===== config.mk =====
export PLATFORM = sky130hd
export DESIGN_NAME = qpi_host
export DESIGN_NICKNAME = d
export VERILOG_FILES = /design/src/qpi_host_pkg.sv /design/src/lane_sync.sv /design/src/qpi_host.sv
export SDC_FILE = /design/constraint.sdc
export NUM_CORES = 1
export LEC_CHECK = 0
export ABC_AREA = 0
export BUFFER_PORTS_ARGS = -buffer_cell sky130_fd_sc_hd__buf_4
export CORE_MARGIN = 3
export CORE_UTILIZATION = 50
export CTS_CLUSTER_DIAMETER = 30
export CTS_CLUSTER_SIZE = 8
export DETAILED_ROUTE_END_ITERATION = 12
export GPL_ROUTABILITY_DRIVEN = 0
export PLACE_DENSITY = 0.78
export SYNTH_ARGS = -nofsm -noshare
export SYNTH_HDL_FRONTEND = slang
export SYNTH_HIERARCHICAL = 1
export SYNTH_SLANG_ARGS = --single-unit

===== constraint.sdc =====
create_clock -name ref_clk -period 4.9 [get_ports ref_clk]
set_input_delay 0.49 -clock ref_clk [delete_from_list [all_inputs] [get_ports ref_clk]]
set_output_delay 0.49 -clock ref_clk [all_outputs]
set_load 0.02 [all_outputs]

===== src/qpi_host_pkg.sv =====
// Constants for the four-lane serial flash host controller.
// Assumes a 25 MHz reference clock and a flash already in four-lane command mode.
package qpi_host_pkg;

  // Opcodes sent in four-lane command mode
  localparam logic [7:0] OP_FAST_READ = 8'h0B;
  localparam logic [7:0] OP_WRAP_READ = 8'h0C;
  localparam logic [7:0] OP_QUAD_IO_READ = 8'hEB;
  localparam logic [7:0] OP_PAGE_PROGRAM = 8'h02;
  localparam logic [7:0] OP_SECTOR_ERASE = 8'h20;
  localparam logic [7:0] OP_SMALL_BLOCK_ERASE = 8'h52;
  localparam logic [7:0] OP_LARGE_BLOCK_ERASE = 8'hD8;
  localparam logic [7:0] OP_CHIP_ERASE_A = 8'h60;
  localparam logic [7:0] OP_CHIP_ERASE_B = 8'hC7;
  localparam logic [7:0] OP_SUSPEND_WRITE = 8'h75;
  localparam logic [7:0] OP_RESUME_WRITE = 8'h7A;
  localparam logic [7:0] OP_SET_WRITE_LATCH = 8'h06;
  localparam logic [7:0] OP_VOLATILE_WRITE_ENABLE = 8'h50;
  localparam logic [7:0] OP_CLEAR_WRITE_LATCH = 8'h04;
  localparam logic [7:0] OP_SINGLE_BLOCK_LOCK = 8'h36;
  localparam logic [7:0] OP_SINGLE_BLOCK_UNLOCK = 8'h39;
  localparam logic [7:0] OP_READ_BLOCK_LOCK = 8'h3D;
  localparam logic [7:0] OP_LOCK_ALL_BLOCKS = 8'h7E;
  localparam logic [7:0] OP_UNLOCK_ALL_BLOCKS = 8'h98;
  localparam logic [7:0] OP_READ_STATUS_LOW = 8'h05;
  localparam logic [7:0] OP_READ_STATUS_HIGH = 8'h35;
  localparam logic [7:0] OP_READ_CONFIG = 8'h15;
  localparam logic [7:0] OP_WRITE_STATUS = 8'h01;
  localparam logic [7:0] OP_WRITE_STATUS_HIGH = 8'h31;
  localparam logic [7:0] OP_WRITE_CONFIG = 8'h11;
  localparam logic [7:0] OP_DEEP_SLEEP = 8'hB9;
  localparam logic [7:0] OP_WAKE_READ_ELEC_ID = 8'hAB;
  localparam logic [7:0] OP_SET_READ_PARAMS = 8'hC0;
  localparam logic [7:0] OP_READ_MAKER_DEV_ID = 8'h90;
  localparam logic [7:0] OP_READ_STANDARD_ID = 8'h9F;
  localparam logic [7:0] OP_READ_SFDP = 8'h5A;
  localparam logic [7:0] OP_EXIT_QUAD = 8'hFF;
  localparam logic [7:0] OP_ARM_RESET = 8'h66;
  localparam logic [7:0] OP_DO_RESET = 8'h99;

  // Frame shape, in nibbles (one sclk period each)
  localparam logic [15:0] OPCODE_NIBBLES = 16'h0002;
  localparam logic [15:0] ADDR_NIBBLES = 16'h0006;

  // Read parameter byte layout and dummy clocks per code
  localparam int PARAM_DUMMY_LSB = 4;
  localparam int PARAM_WRAP_LSB = 0;
  localparam logic [1:0] DUMMY_CODE_RESET = 2'h1;
  localparam logic [1:0] WRAP_CODE_RESET = 2'h0;
  localparam logic [3:0] DUMMY_CLOCKS_CODE0 = 4'hA;
  localparam logic [3:0] DUMMY_CLOCKS_CODE1 = 4'h4;
  localparam logic [3:0] DUMMY_CLOCKS_CODE2 = 4'h6;
  localparam logic [3:0] DUMMY_CLOCKS_CODE3 = 4'h8;

  // Timing
  localparam int REF_CLK_NS = 40;
  localparam int CS_GAP_NS = 80;
  localparam logic [3:0] CS_GAP_CYCLES = 4'((CS_GAP_NS + REF_CLK_NS - 1) / REF_CLK_NS);

  typedef enum logic [1:0] {DIR_NONE, DIR_WRITE, DIR_READ} dir_t;

endpackage


===== src/lane_sync.sv =====
// Two-flop synchroniser for the flash data lanes.
// Assumes the lanes change only on the falling sclk edge the host makes.
`timescale 1ns/100ps
`default_nettype none
module lane_sync #(
  parameter int WIDTH = 4
) (
  // Clock and reset
  input wire logic ref_clk,
  input wire logic rst_n,
  // Lanes
  input wire logic [WIDTH-1:0] d,
  output logic [WIDTH-1:0] q
);

  logic [WIDTH-1:0] meta;

  always_ff @(posedge ref_clk) begin
    if (!rst_n) begin
      meta <= '0;
      q <= '0;
    end else begin
      meta <= d;
      q <= meta;
    end
  end

endmodule
`default_nettype wire


===== src/qpi_host.sv =====
// Host controller that drives a serial NOR flash in four-lane command mode.
// Assumes the flash is already in four-lane mode; makes sclk by dividing ref_clk.
`timescale 1ns/100ps
`default_nettype none
module qpi_host #(
  parameter int SCLK_HALF = 2,
  parameter int LEN_W = 12
) (
  // Clock and reset
  input wire logic ref_clk,
  input wire logic rst_n,
  // Command request
  input wire logic cmd_valid,
  output logic cmd_ready,
  input wire logic [7:0] cmd_op,
  input wire logic [23:0] cmd_addr,
  input wire logic [LEN_W-1:0] cmd_len,
  // Write data
  input wire logic [7:0] wr_data,
  output logic wr_take,
  // Read data
  output logic [7:0] rd_data,
  output logic rd_valid,
  // Status
  output logic busy,
  output logic quad_active,
  output logic [1:0] read_wrap,
  // Flash pins
  output logic sclk,
  output logic cs_n,
  output logic [3:0] io_out,
  output logic [3:0] io_oe,
  input wire logic [3:0] io_in
);

  typedef enum logic [1:0] {ST_IDLE, ST_SHIFT, ST_END, ST_GAP} state_t;

  function automatic logic op_has_addr(input logic [7:0] op, input logic [LEN_W-1:0] len);
    case (op)
      qpi_host_pkg::OP_FAST_READ, qpi_host_pkg::OP_WRAP_READ, qpi_host_pkg::OP_QUAD_IO_READ,
      qpi_host_pkg::OP_PAGE_PROGRAM, qpi_host_pkg::OP_SECTOR_ERASE,
      qpi_host_pkg::OP_SMALL_BLOCK_ERASE, qpi_host_pkg::OP_LARGE_BLOCK_ERASE,
      qpi_host_pkg::OP_SINGLE_BLOCK_LOCK, qpi_host_pkg::OP_SINGLE_BLOCK_UNLOCK,
      qpi_host_pkg::OP_READ_BLOCK_LOCK, qpi_host_pkg::OP_READ_MAKER_DEV_ID,
      qpi_host_pkg::OP_READ_SFDP: op_has_addr = 1'b1;
      qpi_host_pkg::OP_WAKE_READ_ELEC_ID: op_has_addr = (len != '0);
      default: op_has_addr = 1'b0;
    endcase
  endfunction

  function automatic logic op_uses_dummy(input logic [7:0] op);
    case (op)
      qpi_host_pkg::OP_FAST_READ, qpi_host_pkg::OP_WRAP_READ, qpi_host_pkg::OP_QUAD_IO_READ,
      qpi_host_pkg::OP_READ_SFDP: op_uses_dummy = 1'b1;
      default: op_uses_dummy = 1'b0;
    endcase
  endfunction

  function automatic qpi_host_pkg::dir_t op_dir(input logic [7:0] op,
                                                input logic [LEN_W-1:0] len);
    case (op)
      qpi_host_pkg::OP_PAGE_PROGRAM, qpi_host_pkg::OP_WRITE_STATUS,
      qpi_host_pkg::OP_WRITE_STATUS_HIGH, qpi_host_pkg::OP_WRITE_CONFIG,
      qpi_host_pkg::OP_SET_READ_PARAMS: op_dir = qpi_host_pkg::DIR_WRITE;
      qpi_host_pkg::OP_FAST_READ, qpi_host_pkg::OP_WRAP_READ, qpi_host_pkg::OP_QUAD_IO_READ,
      qpi_host_pkg::OP_READ_BLOCK_LOCK, qpi_host_pkg::OP_READ_STATUS_LOW,
      qpi_host_pkg::OP_READ_STATUS_HIGH, qpi_host_pkg::OP_READ_CONFIG,
      qpi_host_pkg::OP_READ_MAKER_DEV_ID, qpi_host_pkg::OP_READ_STANDARD_ID,
      qpi_host_pkg::OP_READ_SFDP: op_dir = qpi_host_pkg::DIR_READ;
      qpi_host_pkg::OP_WAKE_READ_ELEC_ID:
        op_dir = (len != '0) ? qpi_host_pkg::DIR_READ : qpi_host_pkg::DIR_NONE;
      default: op_dir = qpi_host_pkg::DIR_NONE;
    endcase
  endfunction

  // Data bytes actually carried; commands without data are forced to zero
  function automatic logic [LEN_W-1:0] op_len(input logic [7:0] op,
                                               input logic [LEN_W-1:0] len);
    logic [LEN_W-1:0] one;
    one = LEN_W'(1);
    case (op)
      qpi_host_pkg::OP_WRITE_STATUS:
        op_len = (len == '0) ? one : ((len > LEN_W'(2)) ? LEN_W'(2) : len);
      qpi_host_pkg::OP_WRITE_STATUS_HIGH, qpi_host_pkg::OP_WRITE_CONFIG,
      qpi_host_pkg::OP_SET_READ_PARAMS, qpi_host_pkg::OP_READ_BLOCK_LOCK,
      qpi_host_pkg::OP_READ_STATUS_LOW, qpi_host_pkg::OP_READ_STATUS_HIGH,
      qpi_host_pkg::OP_READ_CONFIG: op_len = one;
      qpi_host_pkg::OP_WAKE_READ_ELEC_ID: op_len = (len == '0) ? '0 : one;
      qpi_host_pkg::OP_READ_STANDARD_ID:
        op_len = (len == '0) ? one : ((len > LEN_W'(3)) ? LEN_W'(3) : len);
      qpi_host_pkg::OP_FAST_READ, qpi_host_pkg::OP_WRAP_READ, qpi_host_pkg::OP_QUAD_IO_READ,
      qpi_host_pkg::OP_PAGE_PROGRAM, qpi_host_pkg::OP_READ_MAKER_DEV_ID,
      qpi_host_pkg::OP_READ_SFDP: op_len = (len == '0) ? one : len;
      default: op_len = '0;
    endcase
  endfunction

  function automatic logic [3:0] dummy_clocks(input logic [1:0] code);
    case (code)
      2'h0: dummy_clocks = qpi_host_pkg::DUMMY_CLOCKS_CODE0;
      2'h1: dummy_clocks = qpi_host_pkg::DUMMY_CLOCKS_CODE1;
      2'h2: dummy_clocks = qpi_host_pkg::DUMMY_CLOCKS_CODE2;
      default: dummy_clocks = qpi_host_pkg::DUMMY_CLOCKS_CODE3;
    endcase
  endfunction

  state_t state;
  qpi_host_pkg::dir_t dir;
  logic [7:0] op;
  logic [31:0] out_sr;
  logic [15:0] nib;
  logic [15:0] addr_end;
  logic [15:0] dum_end;
  logic [15:0] data_end;
  logic [7:0] div;
  logic [3:0] gap;
  logic [7:0] wr_byte;
  logic [3:0] rd_hi;
  logic [1:0] dummy_code;
  logic arm_seen;
  logic [3:0] lane;

  lane_sync #(.WIDTH(4)) u_lane_sync (
    .ref_clk(ref_clk),
    .rst_n(rst_n),
    .d(io_in),
    .q(lane)
  );

  // Frame shape worked out when the command is taken
  wire take = (state == ST_IDLE) && cmd_valid && cmd_ready;
  wire qpi_host_pkg::dir_t take_dir = op_dir(cmd_op, cmd_len);
  wire take_has_addr = op_has_addr(cmd_op, cmd_len);
  wire [LEN_W-1:0] take_len = op_len(cmd_op, cmd_len);
  wire [3:0] take_dummy = op_uses_dummy(cmd_op) ? dummy_clocks(dummy_code) : 4'h0;
  wire [15:0] take_addr_end = qpi_host_pkg::OPCODE_NIBBLES +
                              (take_has_addr ? qpi_host_pkg::ADDR_NIBBLES : 16'h0000);
  wire [15:0] take_dum_end = take_addr_end + {12'h000, take_dummy};
  wire [15:0] take_data_end = take_dum_end + 16'({take_len, 1'b0});

  // Position of the nibble just clocked and of the one to launch next
  wire tick = (div == 8'(SCLK_HALF - 1));
  wire [15:0] nx = nib + 16'h0001;
  wire [15:0] nx_rel = nx - dum_end;
  wire [15:0] cur_rel = nib - dum_end;
  wire fall = (state == ST_SHIFT) && tick && sclk;
  wire cur_is_read = (dir == qpi_host_pkg::DIR_READ) && (nib >= dum_end);
  wire last = (nx == data_end);
  wire nx_in_cmd = (nx < addr_end);
  wire nx_in_data = (nx >= dum_end);
  wire nx_write = nx_in_data && (dir == qpi_host_pkg::DIR_WRITE);
  wire reset_pair = arm_seen && (op == qpi_host_pkg::OP_DO_RESET);

  // Divider runs only while a frame is on the pins
  always_ff @(posedge ref_clk) begin
    if (!rst_n || state == ST_IDLE || state == ST_GAP || tick) begin
      div <= 8'h00;
    end else begin
      div <= div + 8'h01;
    end
  end

  always_ff @(posedge ref_clk) begin
    if (!rst_n) begin
      state <= ST_IDLE;
      dir <= qpi_host_pkg::DIR_NONE;
      op <= 8'h00;
      out_sr <= 32'h0000_0000;
      nib <= 16'h0000;
      addr_end <= 16'h0000;
      dum_end <= 16'h0000;
      data_end <= 16'h0000;
      gap <= 4'h0;
      cmd_ready <= 1'b0;
      busy <= 1'b0;
      cs_n <= 1'b1;
      sclk <= 1'b0;
      io_out <= 4'h0;
      io_oe <= 4'h0;
    end else begin
      case (state)
        ST_IDLE: begin
          cmd_ready <= quad_active;
          if (take) begin
            state <= ST_SHIFT;
            cmd_ready <= 1'b0;
            busy <= 1'b1;
            cs_n <= 1'b0;
            io_out <= cmd_op[7:4];
            io_oe <= 4'hF;
            out_sr <= {cmd_op[3:0], take_has_addr ? cmd_addr : 24'h00_0000, 4'h0};
            op <= cmd_op;
            dir <= take_dir;
            nib <= 16'h0000;
            addr_end <= take_addr_end;
            dum_end <= take_dum_end;
            data_end <= take_data_end;
          end
        end
        ST_SHIFT: begin
          if (tick && !sclk) begin
            sclk <= 1'b1;
          end else if (tick) begin
            sclk <= 1'b0;
            nib <= nx;
            if (last) begin
              state <= ST_END;
            end else if (nx_in_cmd) begin
              io_out <= out_sr[31:28];
              out_sr <= {out_sr[27:0], 4'h0};
            end else if (nx_write) begin
              io_out <= nx_rel[0] ? wr_byte[3:0] : wr_data[7:4];
            end else begin
              // release lanes for dummy and read data
              io_oe <= 4'h0;
            end
          end
        end
        ST_END: begin
          if (tick) begin
            cs_n <= 1'b1;
            io_oe <= 4'h0;
            gap <= 4'h0;
            state <= ST_GAP;
          end
        end
        ST_GAP: begin
          gap <= gap + 4'h1;
          if (gap == qpi_host_pkg::CS_GAP_CYCLES - 4'h1) begin
            state <= ST_IDLE;
            busy <= 1'b0;
          end
        end
        default: begin
          state <= ST_IDLE;
          cs_n <= 1'b1;
          io_oe <= 4'h0;
        end
      endcase
    end
  end

  // Write bytes: latched at the high nibble, user refills after wr_take
  always_ff @(posedge ref_clk) begin
    if (!rst_n) begin
      wr_byte <= 8'h00;
      wr_take <= 1'b0;
    end else begin
      wr_take <= 1'b0;
      if (fall && !last && !nx_in_cmd && nx_write && !nx_rel[0]) begin
        wr_byte <= wr_data;
        wr_take <= 1'b1;
      end
    end
  end

  // Read bytes: lanes sampled just before each falling edge
  always_ff @(posedge ref_clk) begin
    if (!rst_n) begin
      rd_hi <= 4'h0;
      rd_data <= 8'h00;
      rd_valid <= 1'b0;
    end else begin
      rd_valid <= 1'b0;
      if (fall && cur_is_read) begin
        if (!cur_rel[0]) begin
          rd_hi <= lane;
        end else begin
          rd_data <= {rd_hi, lane};
          rd_valid <= 1'b1;
        end
      end
    end
  end

  // Side effects that take hold once a frame is closed
  always_ff @(posedge ref_clk) begin
    if (!rst_n) begin
      quad_active <= 1'b1;
      arm_seen <= 1'b0;
      dummy_code <= qpi_host_pkg::DUMMY_CODE_RESET;
      read_wrap <= qpi_host_pkg::WRAP_CODE_RESET;
    end else if (state == ST_END && tick) begin
      arm_seen <= (op == qpi_host_pkg::OP_ARM_RESET);
      if (op == qpi_host_pkg::OP_SET_READ_PARAMS) begin
        // dummy and wrap follow the sent byte
        dummy_code <= wr_byte[qpi_host_pkg::PARAM_DUMMY_LSB +: 2];
        read_wrap <= wr_byte[qpi_host_pkg::PARAM_WRAP_LSB +: 2];
      end
      if (reset_pair) begin
        // flash back at its reset read parameters
        dummy_code <= qpi_host_pkg::DUMMY_CODE_RESET;
        read_wrap <= qpi_host_pkg::WRAP_CODE_RESET;
      end
      if (op == qpi_host_pkg::OP_EXIT_QUAD) begin
        // no more four-lane frames until reset
        quad_active <= 1'b0;
      end
    end
  end

endmodule
`default_nettype wire


==> metrics.txt <==
WL per Instance=15.6 µm; setup fix buffers added after clock tree synthesis=0; final count of negative-setup-slack endpoints=0; total number of nets in the final design=1,056; count of buffer and inverter cells on the critical path=3; Synth-to-Final Area Change=15.9%; Crit path depth=17; destination of the critical timing path=data_end[10]$_SDFFE_PN0P_; critical path start-end classification=input port to register; Die X=128 µm; category of the worst setup path launch point=input port; data arrival time of the worst path=4.51 ns; Max-Slew Margin vs Limit=0.412; sequential share of power=0.346; top library cells by usage in the layout, fill and taps aside=sky130_fd_sc_hd__nand2_1, sky130_fd_sc_hd__dfxtp_1, sky130_fd_sc_hd__nor2_1, sky130_fd_sc_hd__buf_4, sky130_fd_sc_hd__a21oi_1; Post-Synthesis Mean Instance Area=7.99 µm²; dominant synthesized flop cell=sky130_fd_sc_hd__dfxtp_1; maximum clock rate=240 MHz; final critical delay including setup and external delays=4.17 ns; boundary pin count=84; kind of end point of the critical path=register; share of post-route cells with drive strength above 1=0.144; Max H-tree Level=4; Hold Buf Count CTS=0; most common cell after layout, fill and taps aside=sky130_fd_sc_hd__nand2_1; area of the core region=14,100 µm²; total global routing track utilization=0.225; setup repair after global routing missed its margin=no; origin of the worst min-delay path=io_in[0]; pin count of the biggest net entering global routing=75; P_int=0.00232 W; HPWL after detailed placement=12,400 µm; worst reg2reg path endpoint=out_sr[28]$_SDFFE_PN0P_; Remaining DRCs=0; DIE HEIGHT=128 µm; synth unique cells=76; Synth Instances=926; delay contributed by the slowest stage of the critical path=0.51 ns; Max stage delay cell, worst path=sky130_fd_sc_hd__o311ai_0; Final Max Slew Viols=0; worst setup path startpoint=cmd_len[2]; depth of the worst register-to-register path=11; share of async-settable or async-resettable flops after synthesis=0; clock slew at the register clock pins of the worst setup and hold paths=0.06 ns; Cell Chain, Critical Path=buf_4 > nor4_1 > nand3_1 > o311ai_0 > nand4_1 > nor2_1 > inv_1 > ha_1 > a31o_2 > ha_1 > inv_1 > o21bai_1 > nand4_1 > a311oi_1 > xor2_1 > nand3_1 > a21oi_1; flop and latch count out of synthesis=130; initial antenna violation count=0; sequential cell area fraction in the yosys report=0.352; power share of the clock group=0.347; global-route wire length before repair=29,800 µm; EDFF count, synth=0; Fin. Hold Viols=0; net count after synthesis=1,014; setup tns final=0 ns; Power Density=415 nW/µm²; number of vias per cell after detailed routing=5.75; area enclosed by the die boundary=16,300 µm²; worst supply voltage drop on vdd=0.000260 V; Clock Latency Late Sink=0.42 ns; clk sink count=130; drt pass-1 iters=5; port buffer count=83; Final Hold Slack=0.275 ns; total wire length after detailed routing=18,100 µm; Vias=6,675; register-to-register setup slack=0.98 ns; RR Startpoint=nib[0]$_SDFFE_PN0P_; CTS tree=built; largest fanout on the critical path=6; cell area after synthesis=7390 µm²; setup clock skew after layout=0.00541 ns; switching power=0.00123 W; clk root buf=sky130_fd_sc_hd__clkbuf_16; part of the cycle the worst path needs=0.851; total clock buffers created by CTS=17; Warnings, synthesis=6; kind of cell with the highest combined delay on the critical path=simple AND/OR/NAND/NOR gates; n_diodes=0; Max clock buf depth=2; maxcap violations=0; grt ovf=0; required time of the critical path=5.24 ns; number of nets with antenna violations after routing=0; net switching share of the total power=0.347; Resized Gates After CTS=0; Iter 0 DRT Violations=447; leakage power of the design=3.61 nW; Logic pwr share=0.308; Core Rows=43; starting utilization of the core area=0.523; outcome=finished clean; pin slew with the least headroom to its limit=0.882 ns; number of global-route vias before repair=6,060; path category of the worst min-delay check=input port to register
-- synthesized netlist by cell type, drive strengths merged (3+ instances only) --
cell type  instances  area (µm²)
mux2i             46         460
a221oi             8        88.8
o21a               5        37.5
xor2              17         149
a211o              3        26.3
nor2b              3        18.8
a211oi            13        97.6
nor3b              6        45.0
and4               4        35.0
a31oi              6        37.5
a22o              21         184
and2              15        93.8
nor3              21         105
clkbuf            50         188
a21o               4        30.0
nor2              89         334
a21oi             55         275
a21boi             3        22.5
o31ai              3        22.5
and3               7        43.8
inv               43         161
ha                28         350
nand4             18         125
nor4              11        83.8
dfxtp            130        2600
o21ai             35         175
nand2            143         537
nand3             40         218
nand2b            11        76.3
xnor2             25         219
buf               17         131
nand4b             3        32.5
-- kinds of logic after synthesis --
| group | share of synthesized area |
|---|---|
| adder cells (fa/ha/maj) | 0.0501 |
| AND/OR/NAND/NOR | 0.251 |
| AO/OA/AOI/OAI | 0.167 |
| flip-flops | 0.352 |
| buffers and inverters | 0.0650 |
| XOR/XNOR | 0.0497 |
| multiplexers | 0.0653 |
-- per-stage QoR --
| stage | std cells | worst slack [ns] | instance area, µm² | util | total power [W] |
|---|---|---|---|---|---|
| finish | 1161 | 0.729 | 8570 | 0.606 | 0.00355 |
| global route | 1161 | 0.423 | 8570 | 0.606 | 0.00374 |
| CTS | 1161 | 0.855 | 8570 | 0.606 | 0.00357 |
| detailed placement | 1129 | 0.506 | 7990 | 0.565 | 0.00232 |
| global placement | 1129 | 0.689 | 7990 | 0.565 | 0.00230 |
| floorplan | 926 | 1.26 | 7390 | - | 0.00204 |
-- metal layers --
layer  up-vias  global-route usage  wire [µm]
li1       3328                   -          -
met1      3121               0.309       8090
met2       205               0.361       8730
met3        21              0.0418       1090
met4         0              0.0674        227
met5         -                   0          0
-- worst register-to-register path, cell delays in order (launching register included) --
cell and delay (ns):
sky130_fd_sc_hd__dfxtp_1 0.30, sky130_fd_sc_hd__buf_4 0.24, sky130_fd_sc_hd__ha_1 0.36, sky130_fd_sc_hd__nand3_4 0.18
sky130_fd_sc_hd__nor4_4 0.38, sky130_fd_sc_hd__nand4_1 0.17, sky130_fd_sc_hd__a222oi_1 0.55, sky130_fd_sc_hd__nand3_2 0.39
sky130_fd_sc_hd__nand2b_4 0.27, sky130_fd_sc_hd__a21o_1 0.43, sky130_fd_sc_hd__buf_12 0.28, sky130_fd_sc_hd__a221oi_2 0.27
-- worst min-delay path by stage --
stage	to	cells past startpoint
CTS	u_lane_sync/meta[0]$_SDFF_PN0_	2
global placement	u_lane_sync/q[2]$_SDFF_PN0_	1
floorplan	u_lane_sync/q[2]$_SDFF_PN0_	1
finish	u_lane_sync/meta[0]$_SDFF_PN0_	2
detailed placement	u_lane_sync/q[2]$_SDFF_PN0_	1
global route	u_lane_sync/meta[3]$_SDFF_PN0_	2
-- power groups by stage --
stage	sequential [W]	clock (W)	combinational [W]
after floorplan	0.00125	0	0.000785
after global placement	0.00124	0	0.00106
after detailed placement	0.00125	0	0.00108
after CTS	0.00123	0.00125	0.00109
after global routing	0.00124	0.00130	0.00121
final	0.00123	0.00123	0.00109
-- sequential cells by signal (all words and copies together) (netlist names), 6 cells and up --
register  count
data_end     13
div           8
nib          16
op            8
out_sr       28
rd_data       8
wr_byte       6
-- cell type report --
| cell class | count | area (µm²) |
|---|---|---|
| inverters | 43 | 161 |
| clock buffers | 19 | 443 |
| well taps | 180 | 225 |
| fillers | 1217 | 5580 |
| flip-flops and latches | 130 | 2600 |
| clock inverters | 13 | 136 |
| repair buffers | 90 | 688 |
| multi-input cells | 686 | 4310 |
Power figures use the tool's default switching activity.
